<file path="src/design/lbt_pkg.sv">
// constants used by the leak timer, not by its secondary divider
// assumes a single memory clock domain and a synchronous active-high reset
package lbt_pkg;

  // ---------------------------------------------------------------
  // register offsets
  // ---------------------------------------------------------------
  localparam logic [7:0] OFS_THRESHOLD_CONFIG = 8'hB8;
  localparam logic [7:0] OFS_TIMER_LOW_WORD = 8'hC0;
  localparam logic [7:0] OFS_TIMER_HIGH_WORD = 8'hC4;

  // ---------------------------------------------------------------
  // field layout and reset values
  // ---------------------------------------------------------------
  localparam int UPPER_SEL_LSB = 6;
  localparam int LOWER_SEL_LSB = 0;
  localparam int SEL_WIDTH = 6;
  localparam int CFG_WIDTH = 12;
  localparam int HIGH_WORD_WIDTH = 10;
  localparam logic [11:0] CFG_RESET = 12'h000;
  localparam logic [41:0] TIMER_RESET = 42'h000_0000_0000;

  // ---------------------------------------------------------------
  // counter geometry and select code range
  // ---------------------------------------------------------------
  localparam int FULL_WIDTH = 53;
  localparam int HIDDEN_WIDTH = 11;
  localparam int VISIBLE_WIDTH = 42;
  localparam logic [10:0] HIDDEN_MAX = 11'h7FF;
  localparam logic [5:0] SEL_BIT_OFFSET = 6'h0B;
  localparam logic [5:0] SEL_CODE_MIN = 6'h01;
  localparam logic [5:0] SEL_CODE_MAX = 6'h29;

endpackage : lbt_pkg

</file>
<file path="src/design/lbt_leak_if.sv">
// primary strobe / leak pulse link between the timer and its divider
// assumes both ends run on the same memory clock
`timescale 1ns/1ns
`default_nettype none
interface lbt_leak_if;
  logic primary_strobe;
  logic [1:0] secondary_strobe_limit;
  logic leak_pulse;
  modport timer (output primary_strobe, output secondary_strobe_limit, input leak_pulse);
  modport divider (input primary_strobe, input secondary_strobe_limit, output leak_pulse);
endinterface : lbt_leak_if
`default_nettype wire

</file>
<file path="src/design/lbt_leak_timer.sv">
// leaky-bucket leak timer: 53-bit timer, two-hot threshold, leak pulses
// assumes config-space accesses are one-cycle strobes on the memory clock
// Behaviour
// - one 53-bit timer, low 11 bits hidden
// - upper 42 bits advance on hidden carry
// - low word shows timer bits 11..42
// - high word shows timer bits 43..52
// - upper select picks bit code plus 11
// - lower select uses same code mapping
// - both selected bits set: reset, strobe
// - primary strobe lasts one clock
// - 2-bit limit divides strobes into pulses
// - all-zero config disables leaking
// - registers reset zero, timer words writable
`timescale 1ns/1ns
`default_nettype none
module lbt_leak_timer (
  input wire logic i_clock,
  input wire logic i_reset,
  input wire logic i_cfg_write,
  input wire logic i_cfg_read,
  input wire logic [7:0] i_cfg_addr,
  input wire logic [31:0] i_cfg_wdata,
  input wire logic [1:0] i_secondary_strobe_limit,
  input wire logic i_ce_counter_zero,
  output logic [31:0] o_cfg_rdata,
  output logic o_primary_strobe,
  output logic o_ce_decrement
);

  // ---------------------------------------------------------------
  // state
  // ---------------------------------------------------------------
  logic [lbt_pkg::CFG_WIDTH-1:0] leak_threshold_config;
  logic [lbt_pkg::HIDDEN_WIDTH-1:0] hidden_count;
  logic [lbt_pkg::VISIBLE_WIDTH-1:0] visible_count;
  logic [lbt_pkg::FULL_WIDTH-1:0] full_count;
  logic [5:0] upper_threshold_select;
  logic [5:0] lower_threshold_select;
  logic threshold_match;
  logic hidden_carry;
  logic wr_cfg;
  logic wr_low;
  logic wr_high;

  lbt_leak_if leak ();

  // ---------------------------------------------------------------
  // select decode
  // ---------------------------------------------------------------
  function automatic logic select_valid(input logic [5:0] code);
    select_valid = (code >= lbt_pkg::SEL_CODE_MIN) && (code <= lbt_pkg::SEL_CODE_MAX);
  endfunction : select_valid

  function automatic logic select_bit(input logic [52:0] count, input logic [5:0] code);
    logic [5:0] pos;
    pos = 6'(code + lbt_pkg::SEL_BIT_OFFSET);
    select_bit = select_valid(code) && count[pos];
  endfunction : select_bit

  assign full_count = {visible_count, hidden_count};
  assign upper_threshold_select = leak_threshold_config[lbt_pkg::UPPER_SEL_LSB +: lbt_pkg::SEL_WIDTH];
  assign lower_threshold_select = leak_threshold_config[lbt_pkg::LOWER_SEL_LSB +: lbt_pkg::SEL_WIDTH];
  assign wr_cfg = i_cfg_write && (i_cfg_addr == lbt_pkg::OFS_THRESHOLD_CONFIG);
  assign wr_low = i_cfg_write && (i_cfg_addr == lbt_pkg::OFS_TIMER_LOW_WORD);
  assign wr_high = i_cfg_write && (i_cfg_addr == lbt_pkg::OFS_TIMER_HIGH_WORD);
  assign hidden_carry = (hidden_count == lbt_pkg::HIDDEN_MAX);

  assign threshold_match = select_bit(full_count, upper_threshold_select)
                        && select_bit(full_count, lower_threshold_select);

  // ---------------------------------------------------------------
  // configuration register
  // ---------------------------------------------------------------
  // config resets to zero
  always_ff @(posedge i_clock) begin
    if (i_reset) begin
      leak_threshold_config <= lbt_pkg::CFG_RESET;
    end else if (wr_cfg) begin
      leak_threshold_config <= i_cfg_wdata[lbt_pkg::CFG_WIDTH-1:0];
    end
  end

  // ---------------------------------------------------------------
  // hidden low counter
  // ---------------------------------------------------------------
  // advance every clock unless a match clears it
  always_ff @(posedge i_clock) begin
    if (i_reset || threshold_match) begin
      hidden_count <= 11'h000;
    end else begin
      hidden_count <= 11'(hidden_count + 11'h001);
    end
  end

  // ---------------------------------------------------------------
  // visible upper counter
  // ---------------------------------------------------------------
  // match reset wins over a write in the same cycle
  // count on hidden carry
  always_ff @(posedge i_clock) begin
    if (i_reset || threshold_match) begin
      visible_count <= lbt_pkg::TIMER_RESET;
    end else if (wr_low) begin
      visible_count[31:0] <= i_cfg_wdata;
    end else if (wr_high) begin
      visible_count[41:32] <= i_cfg_wdata[lbt_pkg::HIGH_WORD_WIDTH-1:0];
    end else if (hidden_carry) begin
      visible_count <= 42'(visible_count + 42'h1);
    end
  end

  // ---------------------------------------------------------------
  // primary strobe and divider
  // ---------------------------------------------------------------
  // strobe on match
  always_ff @(posedge i_clock) begin
    if (i_reset) begin
      o_primary_strobe <= 1'b0;
    end else begin
      o_primary_strobe <= threshold_match;
    end
  end

  assign leak.primary_strobe = o_primary_strobe;
  assign leak.secondary_strobe_limit = i_secondary_strobe_limit;

  lbt_secondary_divider u_divider (
    .i_clock(i_clock),
    .i_reset(i_reset),
    .leak(leak.divider)
  );

  always_ff @(posedge i_clock) begin
    if (i_reset) begin
      o_ce_decrement <= 1'b0;
    end else begin
      o_ce_decrement <= leak.leak_pulse && !i_ce_counter_zero;
    end
  end

  // ---------------------------------------------------------------
  // register read
  // ---------------------------------------------------------------
  // config, low word and high word views
  always_ff @(posedge i_clock) begin
    if (i_reset) begin
      o_cfg_rdata <= 32'h0000_0000;
    end else if (i_cfg_read) begin
      if (i_cfg_addr == lbt_pkg::OFS_THRESHOLD_CONFIG) begin
        o_cfg_rdata <= {20'h0_0000, leak_threshold_config};
      end else if (i_cfg_addr == lbt_pkg::OFS_TIMER_LOW_WORD) begin
        o_cfg_rdata <= visible_count[31:0];
      end else if (i_cfg_addr == lbt_pkg::OFS_TIMER_HIGH_WORD) begin
        o_cfg_rdata <= {22'h00_0000, visible_count[41:32]};
      end else begin
        o_cfg_rdata <= 32'h0000_0000;
      end
    end
  end
endmodule : lbt_leak_timer
`default_nettype wire

</file>
<file path="src/design/lbt_secondary_divider.sv">
// divides primary leak strobes into leak pulses by a 2-bit ratio
// assumes strobes are one cycle wide and come from the same clock
`timescale 1ns/1ns
`default_nettype none
module lbt_secondary_divider (
  input wire logic i_clock,
  input wire logic i_reset,
  lbt_leak_if.divider leak
);

  logic [1:0] secondary_strobe_counter;
  logic [1:0] terminal;

  // limit 00 means four strobes: limit minus one wraps to 3
  assign terminal = 2'(leak.secondary_strobe_limit - 2'h1);

  always_ff @(posedge i_clock) begin
    if (i_reset) begin
      secondary_strobe_counter <= 2'h0;
      leak.leak_pulse <= 1'b0;
    end else begin
      leak.leak_pulse <= 1'b0;
      if (leak.primary_strobe) begin
        if (secondary_strobe_counter == terminal) begin
          secondary_strobe_counter <= 2'h0;
          leak.leak_pulse <= 1'b1;
        end else begin
          secondary_strobe_counter <= 2'(secondary_strobe_counter + 2'h1);
        end
      end
    end
  end
endmodule : lbt_secondary_divider
`default_nettype wire

</file>
<file path="config.mk">
export PLATFORM = sky130hd
export DESIGN_NAME = lbt_leak_timer
export DESIGN_NICKNAME = d
export VERILOG_FILES = /design/src/design/lbt_pkg.sv /design/src/design/lbt_leak_if.sv /design/src/design/lbt_leak_timer.sv /design/src/design/lbt_secondary_divider.sv
export SDC_FILE = /design/constraint.sdc
export NUM_CORES = 1
export LEC_CHECK = 0
export BUFFER_PORTS_ARGS = -buffer_cell sky130_fd_sc_hd__buf_2
export CORE_AREA = 2 2 142 144
export CTS_BUF_LIST = sky130_fd_sc_hd__clkbuf_8
export DETAILED_ROUTE_END_ITERATION = 10
export DIE_AREA = 0 0 144 146
export PLACE_DENSITY_LB_ADDON = 0.15
export SETUP_SLACK_MARGIN = 0.02
export SYNTH_ARGS = -nofsm -noshare
export SYNTH_HDL_FRONTEND = slang
export SYNTH_SLANG_ARGS = --single-unit
export TNS_END_PERCENT = 100
</file>
<file path="constraint.sdc">
create_clock -name i_clock -period 3.14 [get_ports i_clock]
set_input_delay 0.314 -clock i_clock [delete_from_list [all_inputs] [get_ports i_clock]]
set_output_delay 0.314 -clock i_clock [all_outputs]
set_load 0.005 [all_outputs]
</file>
== Word-level counts from Yosys, hierarchy flattened ==
Cells that the tools add are included.
Storage, ports and cells
  logic and storage cells: 58
  register bits: 102
Cells by class
  eq/ne operators: 6
  bitwise operators: 2
  order comparisons: 6
  add/subtract/negate cells: 6
  muxes and demuxes: 13
  reductions and logical operators: 16
Operators by type and width (number)
  2-to-1 mux 32 bit: 4
  adder 42 x 1 -> 42 bit (second input constant): 1
  2-to-1 mux 42 bit: 1
  equality test 8 bit (second input constant): 3
  2-to-1 mux 10 bit: 2
  < comparator 6 x 7 -> 1 bit (second input constant): 2
  adder 6 x 4 -> 6 bit (second input constant): 2
  binary-select mux 1 bit (select 6 bit): 2
  >= comparator 6 x 1 -> 1 bit (second input constant): 2
  less-or-equal comparator 6 bit (second input constant): 2
  adder 11 x 1 -> 11 bit (second input constant): 1
  equality test 11 bit (second input constant): 1
  logical AND 1 bit: 9
  AND reduction 2 bit: 2
  nonzero test 2 bit: 2
  2-to-1 mux 1 bit: 3
  adder 2 x 1 -> 2 bit (second input constant): 1
  equality test 2 bit: 1
  2-to-1 mux 2 bit: 1
  != test 2 bit (second input constant): 1
  NOT 1 bit: 2
  OR reduction 2 bit: 1
  subtractor 2 x 1 -> 2 bit (second input constant): 1
  zero test 1 bit: 1
  logical OR 1 bit: 1

== Logic depth before layout (Yosys ltp) ==
  word-level depth: 6
  gate-level depth with buffers: 14
  mapped depth without buffers: 9

== Modules after synthesis ==
From an unflattened synthesis, not the netlist that was laid out.
Second synthesis, totals
  cells, all modules: 703
  area total of the unflattened synthesis: 6234.7 um^2
By module, submodules not included
  lbt_leak_timer: area an instance 6070.8 um^2, times used 1, cells an instance 684
  lbt_secondary_divider: area an instance 163.9 um^2, times used 1, cells an instance 19

== Worst setup path before layout ==
Ideal clock, no wire load.
  path kind: reg-to-reg
  start: register leak_threshold_config[0] (netlist name)
  end: register visible_count[20] (netlist name)
  data required time: 2.999 ns
  clock period less this slack: 3.178 ns
  arrival time: 3.037 ns
  slack: -0.038 ns
  stages on the path, launching flop included: 15
  path buffers: 5
  cell sequence: dfxtp_1 buf_2 buf_2 inv_1 ha_1 buf_4 xnor2_4 buf_6 mux4_1 mux2i_1 a222oi_1 nor2b_1 o41ai_4 buf_6 a211oi_1
Between the ends
  word-level cells in the longest chain between the ends: 6
  elaborated cells on any way between the ends: 9
  those cells by class: add/sub: 1; order compare: 2; mux: 2; reduce/logical: 4
RTL lines
  start, declared: RTL line lbt_leak_timer.sv:34  | logic [lbt_pkg::CFG_WIDTH-1:0] leak_threshold_config;
  start signal, assigned: RTL line lbt_leak_timer.sv:78  | leak_threshold_config <= lbt_pkg::CFG_RESET;
  start signal, assigned: RTL line lbt_leak_timer.sv:80  | leak_threshold_config <= i_cfg_wdata[lbt_pkg::CFG_WIDTH-1:0];
  adder 6 x 4 -> 6 bit: RTL line lbt_leak_timer.sv:57  | pos = 6'(code + lbt_pkg::SEL_BIT_OFFSET);
  binary-select mux 1 bit (select 6 bit): RTL line lbt_leak_timer.sv:58  | select_bit = select_valid(code) && count[pos];
  2-to-1 mux 1 bit (implied by the code): RTL line lbt_leak_timer.sv:58
  logical AND 1 bit *: RTL line lbt_leak_timer.sv:58
  logical AND 1 bit *: RTL line lbt_leak_timer.sv:70  | && select_bit(full_count, lower_threshold_select);
  logical OR 1 bit *: RTL line lbt_leak_timer.sv:102  | if (i_reset || threshold_match) begin
  end signal, assigned: RTL line lbt_leak_timer.sv:103  | visible_count <= lbt_pkg::TIMER_RESET;
  end signal, assigned: RTL line lbt_leak_timer.sv:109  | visible_count <= 42'(visible_count + 42'h1);
  end, declared: RTL line lbt_leak_timer.sv:36  | logic [lbt_pkg::VISIBLE_WIDTH-1:0] visible_count;
Every way passes the cells marked *; elsewhere a longest branch is shown, timed or not. The select of a mux whose other input is x is not followed.
A chain may end at the register's enable or synchronous reset.

== Worst setup path after layout ==
  start: register leak_threshold_config[1] (netlist name)
  end: register visible_count[39] (netlist name)
The elaborated chain is that of the path after synthesis.

==> impl_metrics.py <==
metrics = {
    "critical_path": {
        "rrSetupSlack_ns": 0.22,
        "reg2regPathDepth": 11,
        "crit_path_frequent_cell": "buf_12",
        "cp_max_fo": 51,
        "path_cells": "inv_1 -> ha_1 -> xnor2_4 -> buf_12 -> mux4_1 -> mux2i_1 -> a222oi_1 -> nor2b_1 -> o41ai_4 -> buf_12 -> a211oi_1",
        "cp-end-kind": "register",
        "crit_slowest_cell": "mux4_1",
        "startpoint_type": "register",
        "max_stage_delay_ns": 0.54,
        "r2r_end": "visible_count[39]$_SDFFE_PP0P_",
        "critical_path_arrival_ns": 3.22,
        "rr_startpoint": "leak_threshold_config[1]$_SDFFE_PP0P_",
        "criticalPathCategory": "register to register",
        "critical_path_required_ns": 3.44,
    },
    "drt": {
        "totalWireLength_um": 20100,
        "drtIter0Drc": 373,
        "vias": 5735,
        "antenna_violating_nets_post_route": 0,
        "drt-pass1-iter-count": 6,
        "drc": 0,
        "wire_per_inst_um": 18.7,
        "viasPerCell": 5.32,
    },
    "yosys": {
        "synth_fa_ha_area_share_pct": 1.19,
        "yosys.area.top_type_share_pct": 32.3,
        "synth.avg_cell_area_um2": 8.65,
        "yosysSeqAreaShare_pct": 32.3,
        "synthMostInstantiatedCell": "nor2_1",
        "synthCells": 730,
        "synth_mux_area_share_pct": 15.0,
        "synth-xor-area-share_pct": 7.37,
        "ys_async_sr_fraction_pct": 0,
        "synth_nets": 783,
        "netlist_area_um2": 6320,
        "synth_commonest_cells": "nor2_1 (118), dfxtp_1 (102), nand2_1 (45)",
        "synth.largest_area_cell": "dfxtp_1",
        "synth_edf_count": 0,
        "synth_ff_type": "dfxtp_1",
        "synth-simple-area-share_pct": 23.3,
        "yosys_warnings": 0,
        "netlist-cell-type-count": 58,
        "synth_compound_area_share_pct": 15.5,
        "synth_top_family_by_area": "simple AND/OR/NAND/NOR gates",
        "yosys-top-cells-area": "dfxtp_1 (32%), nor2_1 (7.0%), mux4_2 (6.4%)",
        "ys_ff_latch": 102,
    },
    "min_path": {
        "hp-start": "i_ce_counter_zero",
        "hold_path_class": "input port to register",
        "hold_end": "o_ce_decrement$_SDFF_PP0_",
        "holdPathStages": 2,
    },
    "power_and_ir_drop": {
        "internal_power_mw": 1.86,
        "power.density_nw_per_um2": 331,
        "seqPwrFrac_pct": 54.3,
        "p_clk_share_pct": 40.1,
        "netSwitchingFraction_pct": 23.8,
        "combinationalPowerShare_pct": 5.6,
        "power_mw": 2.44,
        "leakage_nw": 2.69,
        "max-vdd-ir-drop_mv": 0.190,
        "p_sw_mw": 0.581,
    },
    "placement": {
        "portBuffers": 80,
        "place.gp.congestion": 0.935,
        "place_hpwl_um": 15200,
        "placed_area_um2": 7080,
    },
    "timing": {
        "tns_ns": 0,
        "max_freq_ghz": 0.342,
        "fin_crit_sh_pct": 93.1,
        "rsz0062_at_grt": "false",
        "slew_violations": 0,
        "tightest_slew_ns": 0.772,
        "setup_viol": 0,
        "finalHoldViolCount": 0,
        "fin_crit_ns": 2.92,
        "slew_headroom_pct": 47.8,
        "skew_ns": 0.0106,
    },
    "global_route": {
        "gr-total-overflow": 0,
        "antenna_found_initial": 0,
        "grt_use_total_pct": 19.6,
        "grt_pass1_wl_um": 32100,
        "grt_pass1_vias": 5576,
        "grt_max_degree": 52,
    },
    "status": {
        "status": "completed",
    },
    "clock_network": {
        "clock-sinks": 102,
        "holdBufCountCts": 0,
        "cts-root-buf": "clkbuf_8",
        "clkTransAtPathRegs_ns": 0.10,
        "cts_tree": "done",
        "insertion_delay_ns": 0.39,
        "cts_max_path_buffers": 2,
        "cts_buffers": 9,
        "htree_levels": 3,
    },
    "run": {
        "maxCapViolCount": 0,
    },
    "floorplan": {
        "coreArea_um2": 19300,
        "dieArea_um2": 21000,
        "initial_core_util_pct": 32.7,
        "chipWidth_um": 144,
        "rows": 51,
        "num_io_pins": 81,
        "die_height_um": 146,
    },
    "cells_and_area": {
        "syn2layout_area_growth_pct": 16.4,
        "layout-drive-gt1-share_pct": 20.9,
        "seqCellArea_um2": 2040,
        "nets": 860,
        "fin_area_um2": 7350,
        "fillCellCount": 1982,
        "n_antenna_cell": 0,
        "multi_input_area_um2": 3950,
    },
}
==> how the worst max path moves through the flow <==
stage,start,end
floorplan,leak_threshold_config[0]$_SDFFE_PP0P_,visible_count[1]$_SDFFE_PP0P_
CTS,leak_threshold_config[1]$_SDFFE_PP0P_,visible_count[39]$_SDFFE_PP0P_
finish,leak_threshold_config[1]$_SDFFE_PP0P_,visible_count[39]$_SDFFE_PP0P_
global route,leak_threshold_config[1]$_SDFFE_PP0P_,visible_count[39]$_SDFFE_PP0P_
global placement,leak_threshold_config[1]$_SDFFE_PP0P_,visible_count[39]$_SDFFE_PP0P_
detailed placement,leak_threshold_config[1]$_SDFFE_PP0P_,visible_count[39]$_SDFFE_PP0P_
==> area by class of cell <==
type                            instances  area share [%]
Multi-Input combinational cell        557            53.7
Clock buffer                           11            2.06
Timing Repair Buffer                  122            10.1
Clock inverter                          5            1.09
Sequential cell                       102            27.8
Tap cell                              265            4.51
Inverter                               15           0.766
==> stage by stage <==
| step | setup WS, ns | std cells | util, % | hold slack [ns] |
|---|---|---|---|---|
| final | 0.218 | 1077 | 38.0 | 0.0698 |
| after global routing | 0.0612 | 1077 | 38.0 | 0.0556 |
| after CTS | 0.144 | 1074 | 37.8 | 0.0496 |
| after detailed placement | 0.179 | 1058 | 36.6 | 0.449 |
| after global placement | 0.265 | 1058 | 36.6 | 0.451 |
| after floorplan | 0.0360 | 730 | - | 0.390 |
==> power groups by stage <==
| stage | sequential [mW] | clock, mW | combinational [mW] |
|---|---|---|---|
| floorplan | 1.35 | 0 | 0.0728 |
| global placement | 1.35 | 0 | 0.137 |
| detailed placement | 1.35 | 0 | 0.137 |
| CTS | 1.32 | 1.01 | 0.137 |
| global route | 1.32 | 1.06 | 0.150 |
| finish | 1.32 | 0.977 | 0.137 |
==> worst max-delay path, delay by kind of cell, from the launching register on <==
family / cells / cell delay, ns
AND/OR/NAND/NOR: 1 / 0.25
multiplexers: 2 / 0.72
XOR/XNOR: 1 / 0.29
flip-flops: 1 / 0.38
adder cells (fa/ha/maj): 1 / 0.25
buffers and inverters: 3 / 0.42
AO/OA/AOI/OAI: 3 / 0.48
==> cell families (layout without fill, tap and decap cells) <==
logic type	count (synthesis)	in the layout
adders and majority gates	6	6
DFF	102	102
buffers and inverters	71	153
muxes	62	62
and+or+nand+nor	296	296
AOI/OAI and AO/OA	142	142
xor gates and xnor gates	51	51
==> cells in the final DEF, fill, tap and decap left out, drive strengths merged, types with 16 or more instances in the layout <==
cell	n
buf	122
nor2	118
dfxtp	102
a211oi	47
nand2	45
a21oi	42
mux2i	37
xnor2	26
xor2	25
mux4	24
nor2b	23
nand3	22
inv	17
nand4	16
==> sequential cells by signal (all words and copies together) (netlist names) <==
register / flops
hidden_count: 11
visible_count: 42
o_cfg_rdata: 32
o_ce_decrement: 1
leak_threshold_config: 12
u_divider.secondary_strobe_counter: 2
u_divider.leak.leak_pulse: 1
o_primary_strobe: 1
==> layer usage <==
metal,share of wire (%),vias up,track usage [%]
met2,47,178,32.1
met5,0,-,0
met4,3.5,0,8.04
li1,-,2798,-
met3,4.4,39,3.06
met1,45,2720,25.6
==> timing repair <==
action	CTS	global route
setup buffers	0	3
gates resized for setup	0	2
endpoints found under the setup margin	0	15
hold endpoints to repair	0	0
No activity file was read; power rests on OpenSTA's default activity.
